==> src/irq2_pin_pkg.sv <==
package irq2_pin_pkg;

  // register offsets
  localparam logic [6:0] ADDR_OVF_FLAGS = 7'h2A;
  localparam logic [6:0] ADDR_ADC_FLAGS = 7'h2D;
  localparam logic [6:0] ADDR_IRQ2_CTRL = 7'h31;
  localparam logic [6:0] ADDR_RSVD_GAP = 7'h32;
  localparam logic [6:0] ADDR_PIN_CTRL = 7'h33;

  // second interrupt source control fields
  localparam int CTRL_AGC_BIT = 4;
  localparam int CTRL_ENG_BIT = 2;
  localparam int CTRL_DAV_BIT = 1;
  localparam int CTRL_REP_BIT = 0;
  localparam logic [7:0] CTRL_WR_MASK = 8'h17;
  localparam logic [7:0] CTRL_RST = 8'h00;

  // mic clock pin control fields
  localparam int PIN_FUNC_LSB = 2;
  localparam int PIN_FUNC_MSB = 5;
  localparam int PIN_IN_BIT = 1;
  localparam int PIN_GPO_BIT = 0;
  localparam logic [7:0] PIN_WR_MASK = 8'h3D;
  localparam logic [7:0] PIN_RST = 8'h00;

  // sticky flag fields
  localparam int OVF_LSB = 1;
  localparam int ADC_LSB = 3;
  localparam logic [2:0] OVF_RST = 3'h0;
  localparam logic [3:0] ADC_RST = 4'h0;
  localparam logic [7:0] RDATA_RST = 8'h00;

  // pin function codes
  typedef enum logic [3:0] {
    FN_OFF = 4'h0,
    FN_INPUT = 4'h1,
    FN_GEN_IN = 4'h2,
    FN_GPO = 4'h3,
    FN_DIV_CLK = 4'h4,
    FN_IRQ1 = 4'h5,
    FN_IRQ2 = 4'h6,
    FN_SEC_BCLK = 4'h8,
    FN_SEC_WCLK = 4'h9,
    FN_MOD_CLK = 4'hA
  } pin_func_e;

  // pulse timing
  localparam int CLK_MHZ = 250;
  localparam int PULSE_US = 2000;
  localparam int PERIOD_US = 4000;
  localparam int PULSE_CYCLES = PULSE_US * CLK_MHZ;
  localparam int GAP_CYCLES = (PERIOD_US - PULSE_US) * CLK_MHZ;
  localparam int CNT_W = 24;

  // pulse generator states, gray along idle-high-low
  typedef enum logic [1:0] {
    PS_IDLE = 2'b00,
    PS_HIGH = 2'b01,
    PS_LOW = 2'b11
  } pulse_state_e;

endpackage

==> src/irq2_pulse_if.sv <==
`timescale 1ns/1ps
interface irq2_pulse_if;
  logic trigger;
  logic repeat_en;
  logic stop;
  logic irq;
  modport ctl (output trigger, output repeat_en, output stop, input irq);
  modport gen (input trigger, input repeat_en, input stop, output irq);
endinterface // irq2_pulse_if

==> src/irq2_pulse_gen.sv <==
`timescale 1ns/1ps
module irq2_pulse_gen #(
  parameter int HIGH_CYCLES = irq2_pin_pkg::PULSE_CYCLES,
  parameter int LOW_CYCLES = irq2_pin_pkg::GAP_CYCLES
) (
  // clock and reset
  input wire logic i_core_clk,
  input wire logic i_rst,
  // control side
  irq2_pulse_if.gen pulse
);

  localparam logic [irq2_pin_pkg::CNT_W-1:0] HIGH_LAST =
    irq2_pin_pkg::CNT_W'(HIGH_CYCLES - 1);
  localparam logic [irq2_pin_pkg::CNT_W-1:0] LOW_LAST =
    irq2_pin_pkg::CNT_W'(LOW_CYCLES - 1);

  irq2_pin_pkg::pulse_state_e state_q, state_d;
  logic [irq2_pin_pkg::CNT_W-1:0] cnt_q, cnt_d;
  logic stop_seen_q, stop_seen_d;

  // next state of the pulse train
  always_comb
  begin
    state_d = state_q;
    cnt_d = cnt_q;
    stop_seen_d = stop_seen_q | pulse.stop;
    case (state_q)
      irq2_pin_pkg::PS_IDLE:
      begin
        stop_seen_d = 1'b0;
        if (pulse.trigger)
        begin
          state_d = irq2_pin_pkg::PS_HIGH;
          cnt_d = HIGH_LAST;
        end
      end
      irq2_pin_pkg::PS_HIGH:
      begin
        if (cnt_q != '0)
          cnt_d = cnt_q - 1'b1;
        else if (pulse.repeat_en && !stop_seen_q && !pulse.stop)
        begin
          state_d = irq2_pin_pkg::PS_LOW;
          cnt_d = LOW_LAST;
        end
        else
          state_d = irq2_pin_pkg::PS_IDLE;
      end
      irq2_pin_pkg::PS_LOW:
      begin
        if (pulse.stop || stop_seen_q || !pulse.repeat_en)
          state_d = irq2_pin_pkg::PS_IDLE;
        else if (cnt_q != '0)
          cnt_d = cnt_q - 1'b1;
        else
        begin
          state_d = irq2_pin_pkg::PS_HIGH;
          cnt_d = HIGH_LAST;
        end
      end
      default:
        state_d = irq2_pin_pkg::PS_IDLE;
    endcase
  end

  // register pulse state
  always_ff @(posedge i_core_clk)
  begin
    if (i_rst)
    begin
      state_q <= irq2_pin_pkg::PS_IDLE;
      cnt_q <= '0;
      stop_seen_q <= 1'b0;
    end
    else
    begin
      state_q <= state_d;
      cnt_q <= cnt_d;
      stop_seen_q <= stop_seen_d;
    end
  end

  // active-high interrupt straight from state flops
  assign pulse.irq = (state_q == irq2_pin_pkg::PS_HIGH);

endmodule // irq2_pulse_gen

==> src/irq2_pin_ctrl.sv <==
`timescale 1ns/1ps
// Function
// - control D4 gates noise source
// - control D2 gates engine and overflow sources
// - control D1 gates data-available source
// - D0 clear gives one 2 ms pulse
// - D0 set repeats until flag read
// - code 0000 powers pin down
// - code 0001 pin is input
// - code 0010 general input
// - D1 shows input buffer, read-only
// - code 0011 drives D0 value
// - code 0100 drives divided clock
// - codes 0101/0110 drive interrupts
// - codes 1000/1001 drive secondary clocks
// - code 1010 drives modulator clock
// - flags sticky, cleared by read
module irq2_pin_ctrl #(
  parameter int PULSE_CYCLES = irq2_pin_pkg::PULSE_CYCLES,
  parameter int GAP_CYCLES = irq2_pin_pkg::GAP_CYCLES
) (
  // clock and reset
  input wire logic i_core_clk,
  input wire logic i_rst,
  // register port
  input wire logic [6:0] i_reg_addr,
  input wire logic i_reg_wr,
  input wire logic [7:0] i_reg_wdata,
  input wire logic i_reg_rd,
  output logic [7:0] o_reg_rdata,
  // interrupt event sources, one-cycle pulses
  input wire logic [1:0] i_agc_noise_evt,
  input wire logic [1:0] i_engine_irq_evt,
  input wire logic [2:0] i_overflow_evt,
  input wire logic i_data_avail_evt,
  // signals offered to the pin
  input wire logic i_first_interrupt_output,
  input wire logic i_divided_clock_output,
  input wire logic i_sec_bit_clk,
  input wire logic i_sec_word_clk,
  input wire logic i_converter_modulator_clock,
  // mic clock multifunction pin
  input wire logic i_mic_pin,
  output logic o_mic_pin,
  output logic o_mic_pin_oe,
  output logic o_mic_pin_in_en,
  output logic o_mic_pin_as_input,
  // second interrupt output
  output logic o_second_interrupt_output
);

  logic [7:0] ctrl_q, ctrl_d;
  logic [7:0] pin_q, pin_d;
  logic [2:0] ovf_q, ovf_d;
  logic [3:0] adc_q, adc_d;
  logic [7:0] rdata_q, rdata_d;
  logic pin_in_q, pin_in_d;
  logic pin_out_q, pin_out_d;
  logic pin_oe_q, pin_oe_d;
  logic rd_ovf, rd_adc;
  logic [3:0] adc_evt;
  logic [3:0] func;

  irq2_pulse_if pulse ();

  assign func = pin_q[irq2_pin_pkg::PIN_FUNC_MSB:irq2_pin_pkg::PIN_FUNC_LSB];
  assign rd_ovf = i_reg_rd && (i_reg_addr == irq2_pin_pkg::ADDR_OVF_FLAGS);
  assign rd_adc = i_reg_rd && (i_reg_addr == irq2_pin_pkg::ADDR_ADC_FLAGS);
  assign adc_evt = {i_agc_noise_evt, i_engine_irq_evt};

  // control registers, only writable bits stored
  always_comb
  begin
    ctrl_d = ctrl_q;
    pin_d = pin_q;
    if (i_reg_wr && i_reg_addr == irq2_pin_pkg::ADDR_IRQ2_CTRL)
      ctrl_d = i_reg_wdata & irq2_pin_pkg::CTRL_WR_MASK;
    if (i_reg_wr && i_reg_addr == irq2_pin_pkg::ADDR_PIN_CTRL)
      pin_d = i_reg_wdata & irq2_pin_pkg::PIN_WR_MASK;
  end

  always_ff @(posedge i_core_clk)
  begin
    if (i_rst)
    begin
      ctrl_q <= irq2_pin_pkg::CTRL_RST;
      pin_q <= irq2_pin_pkg::PIN_RST;
    end
    else
    begin
      ctrl_q <= ctrl_d;
      pin_q <= pin_d;
    end
  end

  // sticky flags, a new event wins over the read clear
  always_comb
  begin
    ovf_d = (rd_ovf ? irq2_pin_pkg::OVF_RST : ovf_q) | i_overflow_evt;
    adc_d = (rd_adc ? irq2_pin_pkg::ADC_RST : adc_q) | adc_evt;
  end

  always_ff @(posedge i_core_clk)
  begin
    if (i_rst)
    begin
      ovf_q <= irq2_pin_pkg::OVF_RST;
      adc_q <= irq2_pin_pkg::ADC_RST;
    end
    else
    begin
      ovf_q <= ovf_d;
      adc_q <= adc_d;
    end
  end

  // read mux, registered one cycle after the strobe
  always_comb
  begin
    rdata_d = rdata_q;
    if (i_reg_rd)
    begin
      rdata_d = irq2_pin_pkg::RDATA_RST;
      case (i_reg_addr)
        irq2_pin_pkg::ADDR_OVF_FLAGS:
          rdata_d[irq2_pin_pkg::OVF_LSB +: 3] = ovf_q;
        irq2_pin_pkg::ADDR_ADC_FLAGS:
          rdata_d[irq2_pin_pkg::ADC_LSB +: 4] = adc_q;
        irq2_pin_pkg::ADDR_IRQ2_CTRL:
          rdata_d = ctrl_q;
        irq2_pin_pkg::ADDR_RSVD_GAP:
          rdata_d = irq2_pin_pkg::RDATA_RST;
        irq2_pin_pkg::ADDR_PIN_CTRL:
        begin
          rdata_d = pin_q;
          rdata_d[irq2_pin_pkg::PIN_IN_BIT] = pin_in_q;
        end
        default:
          rdata_d = irq2_pin_pkg::RDATA_RST;
      endcase
    end
  end

  always_ff @(posedge i_core_clk)
  begin
    if (i_rst)
      rdata_q <= irq2_pin_pkg::RDATA_RST;
    else
      rdata_q <= rdata_d;
  end

  assign o_reg_rdata = rdata_q;

  // enabled sources or-ed into a start request
  assign pulse.trigger =
    (ctrl_q[irq2_pin_pkg::CTRL_AGC_BIT] && (|i_agc_noise_evt)) ||
    (ctrl_q[irq2_pin_pkg::CTRL_ENG_BIT] &&
     ((|i_engine_irq_evt) || (|i_overflow_evt))) ||
    (ctrl_q[irq2_pin_pkg::CTRL_DAV_BIT] && i_data_avail_evt);
  assign pulse.repeat_en = ctrl_q[irq2_pin_pkg::CTRL_REP_BIT];
  assign pulse.stop = rd_ovf || rd_adc;

  irq2_pulse_gen #(
    .HIGH_CYCLES(PULSE_CYCLES),
    .LOW_CYCLES(GAP_CYCLES)
  ) u_pulse (
    .i_core_clk(i_core_clk),
    .i_rst(i_rst),
    .pulse(pulse)
  );

  assign o_second_interrupt_output = pulse.irq;

  // pin function mux
  always_comb
  begin
    pin_in_d = 1'b0;
    pin_out_d = 1'b0;
    pin_oe_d = 1'b1;
    case (func)
      irq2_pin_pkg::FN_OFF:
        pin_oe_d = 1'b0;
      irq2_pin_pkg::FN_INPUT,
      irq2_pin_pkg::FN_GEN_IN:
      begin
        pin_oe_d = 1'b0;
        pin_in_d = i_mic_pin;
      end
      irq2_pin_pkg::FN_GPO:
        pin_out_d = pin_q[irq2_pin_pkg::PIN_GPO_BIT];
      irq2_pin_pkg::FN_DIV_CLK:
        pin_out_d = i_divided_clock_output;
      irq2_pin_pkg::FN_IRQ1:
        pin_out_d = i_first_interrupt_output;
      irq2_pin_pkg::FN_IRQ2:
        pin_out_d = pulse.irq;
      irq2_pin_pkg::FN_SEC_BCLK:
        pin_out_d = i_sec_bit_clk;
      irq2_pin_pkg::FN_SEC_WCLK:
        pin_out_d = i_sec_word_clk;
      irq2_pin_pkg::FN_MOD_CLK:
        pin_out_d = i_converter_modulator_clock;
      default:
        pin_oe_d = 1'b0; // reserved codes leave pin undriven
    endcase
  end

  always_ff @(posedge i_core_clk)
  begin
    if (i_rst)
    begin
      pin_in_q <= 1'b0;
      pin_out_q <= 1'b0;
      pin_oe_q <= 1'b0;
    end
    else
    begin
      pin_in_q <= pin_in_d;
      pin_out_q <= pin_out_d;
      pin_oe_q <= pin_oe_d;
    end
  end

  // pin outputs
  assign o_mic_pin = pin_out_q;
  assign o_mic_pin_oe = pin_oe_q;
  assign o_mic_pin_in_en = (func == irq2_pin_pkg::FN_INPUT) ||
                           (func == irq2_pin_pkg::FN_GEN_IN);
  assign o_mic_pin_as_input = (func == irq2_pin_pkg::FN_INPUT);

endmodule // irq2_pin_ctrl

==> config.mk <==
export PLATFORM = sky130hd
export DESIGN_NAME = irq2_pin_ctrl
export DESIGN_NICKNAME = d
export VERILOG_FILES = /design/src/irq2_pin_pkg.sv /design/src/irq2_pulse_if.sv /design/src/irq2_pulse_gen.sv /design/src/irq2_pin_ctrl.sv
export SDC_FILE = /design/constraint.sdc
export NUM_CORES = 1
export LEC_CHECK = 0
export BUFFER_PORTS_ARGS = -buffer_cell sky130_fd_sc_hd__buf_4
export CAP_MARGIN = 30
export CORE_ASPECT_RATIO = 1.2
export CORE_MARGIN = 2
export CORE_UTILIZATION = 55
export CTS_BUF_LIST = sky130_fd_sc_hd__clkbuf_16
export DETAILED_ROUTE_END_ITERATION = 10
export GPL_ROUTABILITY_DRIVEN = 0
export PLACE_DENSITY = 0.78
export SYNTH_ARGS = -nofsm -noshare
export SYNTH_HDL_FRONTEND = slang
export SYNTH_SLANG_ARGS = --single-unit
==> constraint.sdc <==
create_clock -name i_core_clk -period 3.6 [get_ports i_core_clk]
set_input_delay 1.08 -clock i_core_clk [delete_from_list [all_inputs] [get_ports i_core_clk]]
set_output_delay 1.08 -clock i_core_clk [all_outputs]
set_load 0.05 [all_outputs]
* Yosys cells after proc, flatten, opt, wreduce, memory -nomap -nowiden
Index checks and enable logic that the tools add are counted.
** Cells by class
- Add/sub/neg operators :: 1
- Multiply operators :: 0
- Div/mod/pow operators :: 0
- Magnitude comparators :: 0
- Equality and inequality tests :: 20
- Shift-type cells :: 0
- Multiplexer cells :: 20
- Bitwise gates (word level) :: 4
- Reduce and logical (&&, ||, !) cells :: 31
** Operators with widths (count)
- $mux W24 :: 5
- $pmux W24 S3 :: 1
- $eq A7 B6 Y1 const B :: 4
- $reduce_bool A24 Y1 :: 1
- $sub A24 B1 Y24 const B :: 1
- $eq A4 B3 Y1 const B :: 3
- $eq A4 B4 Y1 const B :: 3
- $pmux W2 S3 :: 2
- $mux W2 :: 5
- $reduce_or A2 Y1 :: 5
- $logic_and A1 B1 Y1 :: 9
- $pmux W3 S3 :: 1
- $eq A4 B2 Y1 const B :: 2
- $logic_or A1 B1 Y1 :: 7
- $pmux W1 S7 :: 1
- $reduce_or A7 Y1 :: 1
- $ne A2 B2 Y1 const B :: 3
- $eq A4 B1 Y1 const B :: 1
- $mux W4 :: 1
- $or A4 B4 Y4 :: 1
- $reduce_and A4 Y1 :: 1
- $logic_not A1 Y1 :: 3
- $mux W3 :: 1
- $ne A3 B1 Y1 const B :: 1
- other kinds (13) :: 13
** Word-level totals
- Register bits :: 53
- Bits in latches :: 0
- Memory bits (writable) :: 0
- Bits in read-only memories :: 0
- Input bits :: 33
- Logic and storage cells :: 87
- Memories :: 0

* Longest topological paths before layout
- Depth after elaboration :: 8
- Gate-level depth with buffers :: 9

* By module
Synthesis repeated with hierarchy kept, for this count alone.
** Unflattened totals
- Cell total of the unflattened synthesis :: 331
- Area total of the unflattened synthesis :: 2810.2 µm²
** Modules (own cells, without submodules)
- irq2_pulse_gen :: instances 1, cells each 187, area each 1569.0 µm², sequential area each 540.5 µm²
- irq2_pin_ctrl :: instances 1, cells each 144, area each 1241.2 µm², sequential area each 520.5 µm²

* Worst setup path after synthesis
OpenSTA, ideal clock, no wires.
- Kind :: in2reg
- Start :: input i_reg_addr[1]
- End :: register u_pulse.cnt_q[11] (netlist name)
- Library setup time :: 0.070 ns
- Arrival time :: 2.943 ns
- Required time :: 3.530 ns
- Path slack :: 0.587 ns
- Stages :: 8
- Buffers on the path :: 2
- Cell sequence :: buf_2 -> or3b_1 -> a2111oi_2 -> or3_1 -> nor3_1 -> or3_1 -> buf_2 -> a21oi_1
** Between the ends
- Cells in the longest elaborated chain, start to end :: 7
- Elaborated cells between the ends (all ways) :: 12
- Classes of those cells :: eq/ne (4); reduce/logical (8)
** Ends and longest elaborated chain
- from (decl) :: line irq2_pin_ctrl.sv:26 : input wire logic [6:0] i_reg_addr,
- $eq A7 B6 Y1, on equally long branches :: line irq2_pin_ctrl.sv:67, irq2_pin_ctrl.sv:68
- $logic_and A1 B1 Y1, on equally long branches :: line irq2_pin_ctrl.sv:67, irq2_pin_ctrl.sv:68
- $logic_or A1 B1 Y1 * :: line irq2_pin_ctrl.sv:161 : assign pulse.stop = rd_ovf || rd_adc;
- $logic_not A1 Y1 / $logic_or A1 B1 Y1 (equally long branches) :: line irq2_pulse_gen.sv:42, irq2_pulse_gen.sv:52
- $logic_and A1 B1 Y1 / $logic_or A1 B1 Y1 (equally long branches) :: line irq2_pulse_gen.sv:42, irq2_pulse_gen.sv:52
- $ne A3 B1 Y1 (no line) / $ne A2 B2 Y1 (equally long branches)
- $reduce_and A4 Y1 (no line) *
- to (signal assigned) :: line irq2_pulse_gen.sv:79 : cnt_q <= cnt_d;
- to (decl) :: line irq2_pulse_gen.sv:19 : logic [irq2_pin_pkg::CNT_W-1:0] cnt_q, cnt_d;
Every way passes the cells marked *; elsewhere a longest branch is shown, timed or not.
A chain may end at the register's enable or synchronous reset.

* Worst setup path after layout
- Start :: input i_reg_addr[1]
- End :: register u_pulse.cnt_q[5] (netlist name)
Same word-level chain as after synthesis.

==> reports/metrics.cfg <==
[clock_tree]
cts_buffers = 5
clk_latency_ns = 0.29
clk_pin_slew_ns = 0.07
h-tree-depth = 2
postCtsHoldBufs = 0
root_buffer = clkbuf_16
post_cts_resized = 0
cts_tree = yes
clk_path_buf_depth = 2
cts_num_sinks = 53
postCtsSetupRepairBufs = 0

[routing]
totalWireLength_um = 5480
num_vias = 2230
routed_via_density = 5.96
ant_nets = 0
drt_iter0_markers = 91
routedWlPerCell_um = 14.6
route.detailed.drc = 0
first_pass_iters = 5

[critical_path]
startpoint_type = input pin
slowest_delay_ns = 0.52
worst-path-buf-inv = 1
criticalPathCategory = in -> reg
ff2ff_path_depth = 6
crit_top_cell = or3_1
worstPathMaxFanout = 13
worstPathRequired_ns = 3.82
critPathTopFamily = simple AND/OR/NAND/NOR gates
critPathArrivalTime_ns = 3.16
crit_cells = 7
cp_slowest_cell = or3_1
cp-end-kind = register
cp_cell_sequence = buf_4 > or3b_1 > a2111oi_2 > or3_1 > nor3_1 > or3_1 > a21oi_1

[logic_synthesis]
synth.mux.area_fraction_pct = 6.14
synth-edff-count = 0
syn_inst = 281
synth_ff_type = dfxtp_1
synthAdderAreaFrac_pct = 0.991
synth-warning-count = 0
syn_area_per_cell_sq_um = 8.99
synth_top_family_by_area = simple AND/OR/NAND/NOR gates
async_reset_ff_share_pct = 0
yosys.area_share.simple_pct = 23.4
synthDistinctLibCells = 54
ys_seq_elements = 53
synth_nets = 316
synth_compound_area_share_pct = 21.1
synth_area_sq_um = 2530
yosys.area_share.xor_xnor_pct = 2.43
ys_seq_area_share_pct = 42.0

[sta]
fin_crit_sh_pct = 81.8
hold_violations = 0
rsz0062_at_grt = false
tns_ns = 0
finClkSkew_ns = 0.00822
max_slew_margin_pct = 39.5
worst_pin_slew_ns = 0.902
period_needed_ns = 2.94
fmax_mhz = 340
finalSetupViolCount = 0
drv_slew = 0

[grt]
grt_max_degree = 41
grt_overflow = 0
grtUsageTotal_pct = 22.7
grt_pass1_wl_um = 9020
grt_pass1_vias = 2051
antenna_found_initial = 0

[worst_hold_path]
hold_path_class = reg -> reg
holdPathStages = 2

[final_layout]
fin_nets = 350
instances_no_fill = 374
layout_commonest_cell = dfxtp_1
diodes = 0
final_cell_mix = dfxtp_1 (53), buf_4 (42), nor2_1 (33)
synthToLayoutAreaGrowth_pct = 17.8
fin_area_sq_um = 2980
fillCellCount = 363
drive_gt1_share_pct = 20.9

[floorplanning]
dieArea_sq_um = 5150
die_h_um = 78.2
fp.dieW_um = 65.9
initial_core_util_pct = 56.2
row_count = 27
core_sq_um = 4490
pin_count = 46

[place]
place_inst = 366
hpwlAfterDp_um = 3980
place_area_sq_um = 2830
portBuffers = 42

[power_and_ir_drop]
vdd_ir_drop_max_mv = 0.271
p_per_area_nw_per_um2 = 390
p_leak_nw = 1.21
finalPower_mw = 1.16

[job]
max-cap-violations = 0

[status]
status = finished clean

worst reg2reg max path: cells and delay by family (launching register included):
kind	cells	cell delay (ns)
AOI/OAI and AO/OA	3	0.69
and+or+nand+nor	2	1.28
xor gates and xnor gates	1	0.19
DFF	1	0.34
per-layer routing:
metal / share of wire, % / global-route usage, % / vias up
met5: 0 / 0 / -
met4: 1.5 / 8.54 / 0
met3: 3.8 / 4.87 / 7
met2: 53 / 39.4 / 58
met1: 42 / 27.0 / 1053
li1: - / - / 1112
path summary, 6_finish.rpt:
check	endpoint	startpoint	slack, ns
setup / recovery	u_pulse.cnt_q[5]$_SDFFE_PP0P_	i_reg_addr[1]	0.66
hold / removal	u_pulse.cnt_q[22]$_SDFFE_PP0P_	u_pulse.cnt_q[22]$_SDFFE_PP0P_	0.48
setup reg to reg	u_pulse.cnt_q[4]$_SDFFE_PP0P_	u_pulse.cnt_q[4]$_SDFFE_PP0P_	0.97
hold reg to reg	u_pulse.cnt_q[22]$_SDFFE_PP0P_	u_pulse.cnt_q[22]$_SDFFE_PP0P_	0.48
area by class of cell:
| cell class | instances | area [sq um] | area share, % |
|---|---|---|---|
| sequential | 53 | 1060 | 35.7 |
| inverter | 4 | 15.0 | 0.505 |
| multi-input combinational | 209 | 1370 | 46.0 |
| timing repair buffer | 42 | 315 | 10.6 |
| clock buffer | 5 | 125 | 4.21 |
| clock inverter | 3 | 18.8 | 0.631 |
| tap | 58 | 72.6 | 2.44 |
metrics by stage:
step	utilization [%]	worst slack, ns	hold WS, ns
5_1_grt	66.2	0.464	0.507
4_1_cts	66.2	0.635	0.480
3_3_place_gp	63.0	0.395	0.461
2_1_floorplan	-	0.587	0.448
3_5_place_dp	63.0	0.326	0.466
6_report	66.2	0.656	0.478
kinds of logic (layout without fill, tap and decap cells):
kind of cell    count (synthesis)  in the layout
compound gates                 78             78
xor+xnor                        7              7
fa+ha+maj                       2              2
buf+inv                        19             54
flops                          53             53
mux                            15             15
other cells                     1              1
simple gates                  106            106
synthesized netlist by cell type, types with 2 or more instances:
cell type   n  area [sq um]
dfxtp_1    53          1060
nor2_1     33           124
a21oi_1    32           160
or3_1      14          87.6
or4_1      12          90.1
mux2i_1    11           110
o31ai_1    10          75.1
nand2_1     9          33.8
nor3_1      9          45.0
clkbuf_1    8          30.0
o21ai_0     7          35.0
nand3_1     6          30.0
o21ai_1     5          25.0
xor2_1      5          43.8
a222oi_1    4          40.0
a31oi_1     4          25.0
inv_1       4          15.0
mux2_2      4          45.0
or2_2       4          25.0
buf_2       3          15.0
nand3b_1    3          22.5
nor4_1      3          18.8
a22oi_1     2          15.0
buf_4       2          15.0
buf_6       2          22.5
ha_1        2          25.0
nor2b_1     2          12.5
xnor2_1     2          17.5
sequential cells by signal, indices dropped and copies added, names as in the netlist:
| register | cells |
|---|---|
| adc_q | 4 |
| ctrl_q | 4 |
| o_mic_pin | 1 |
| o_mic_pin_oe | 1 |
| o_reg_rdata | 7 |
| ovf_q | 3 |
| pin_in_q | 1 |
| pin_q | 5 |
| u_pulse.cnt_q | 24 |
| u_pulse.state_q | 2 |
| u_pulse.stop_seen_q | 1 |
report_power, final:
group / total, mW / switching (mW) / internal, mW / leakage (nW)
clock: 0.470 / 0.215 / 0.255 / 0.0672
sequential: 0.600 / 0.00566 / 0.594 / 0.429
combinational: 0.0896 / 0.0495 / 0.0401 / 0.710
(Power assumes the default switching activity.)
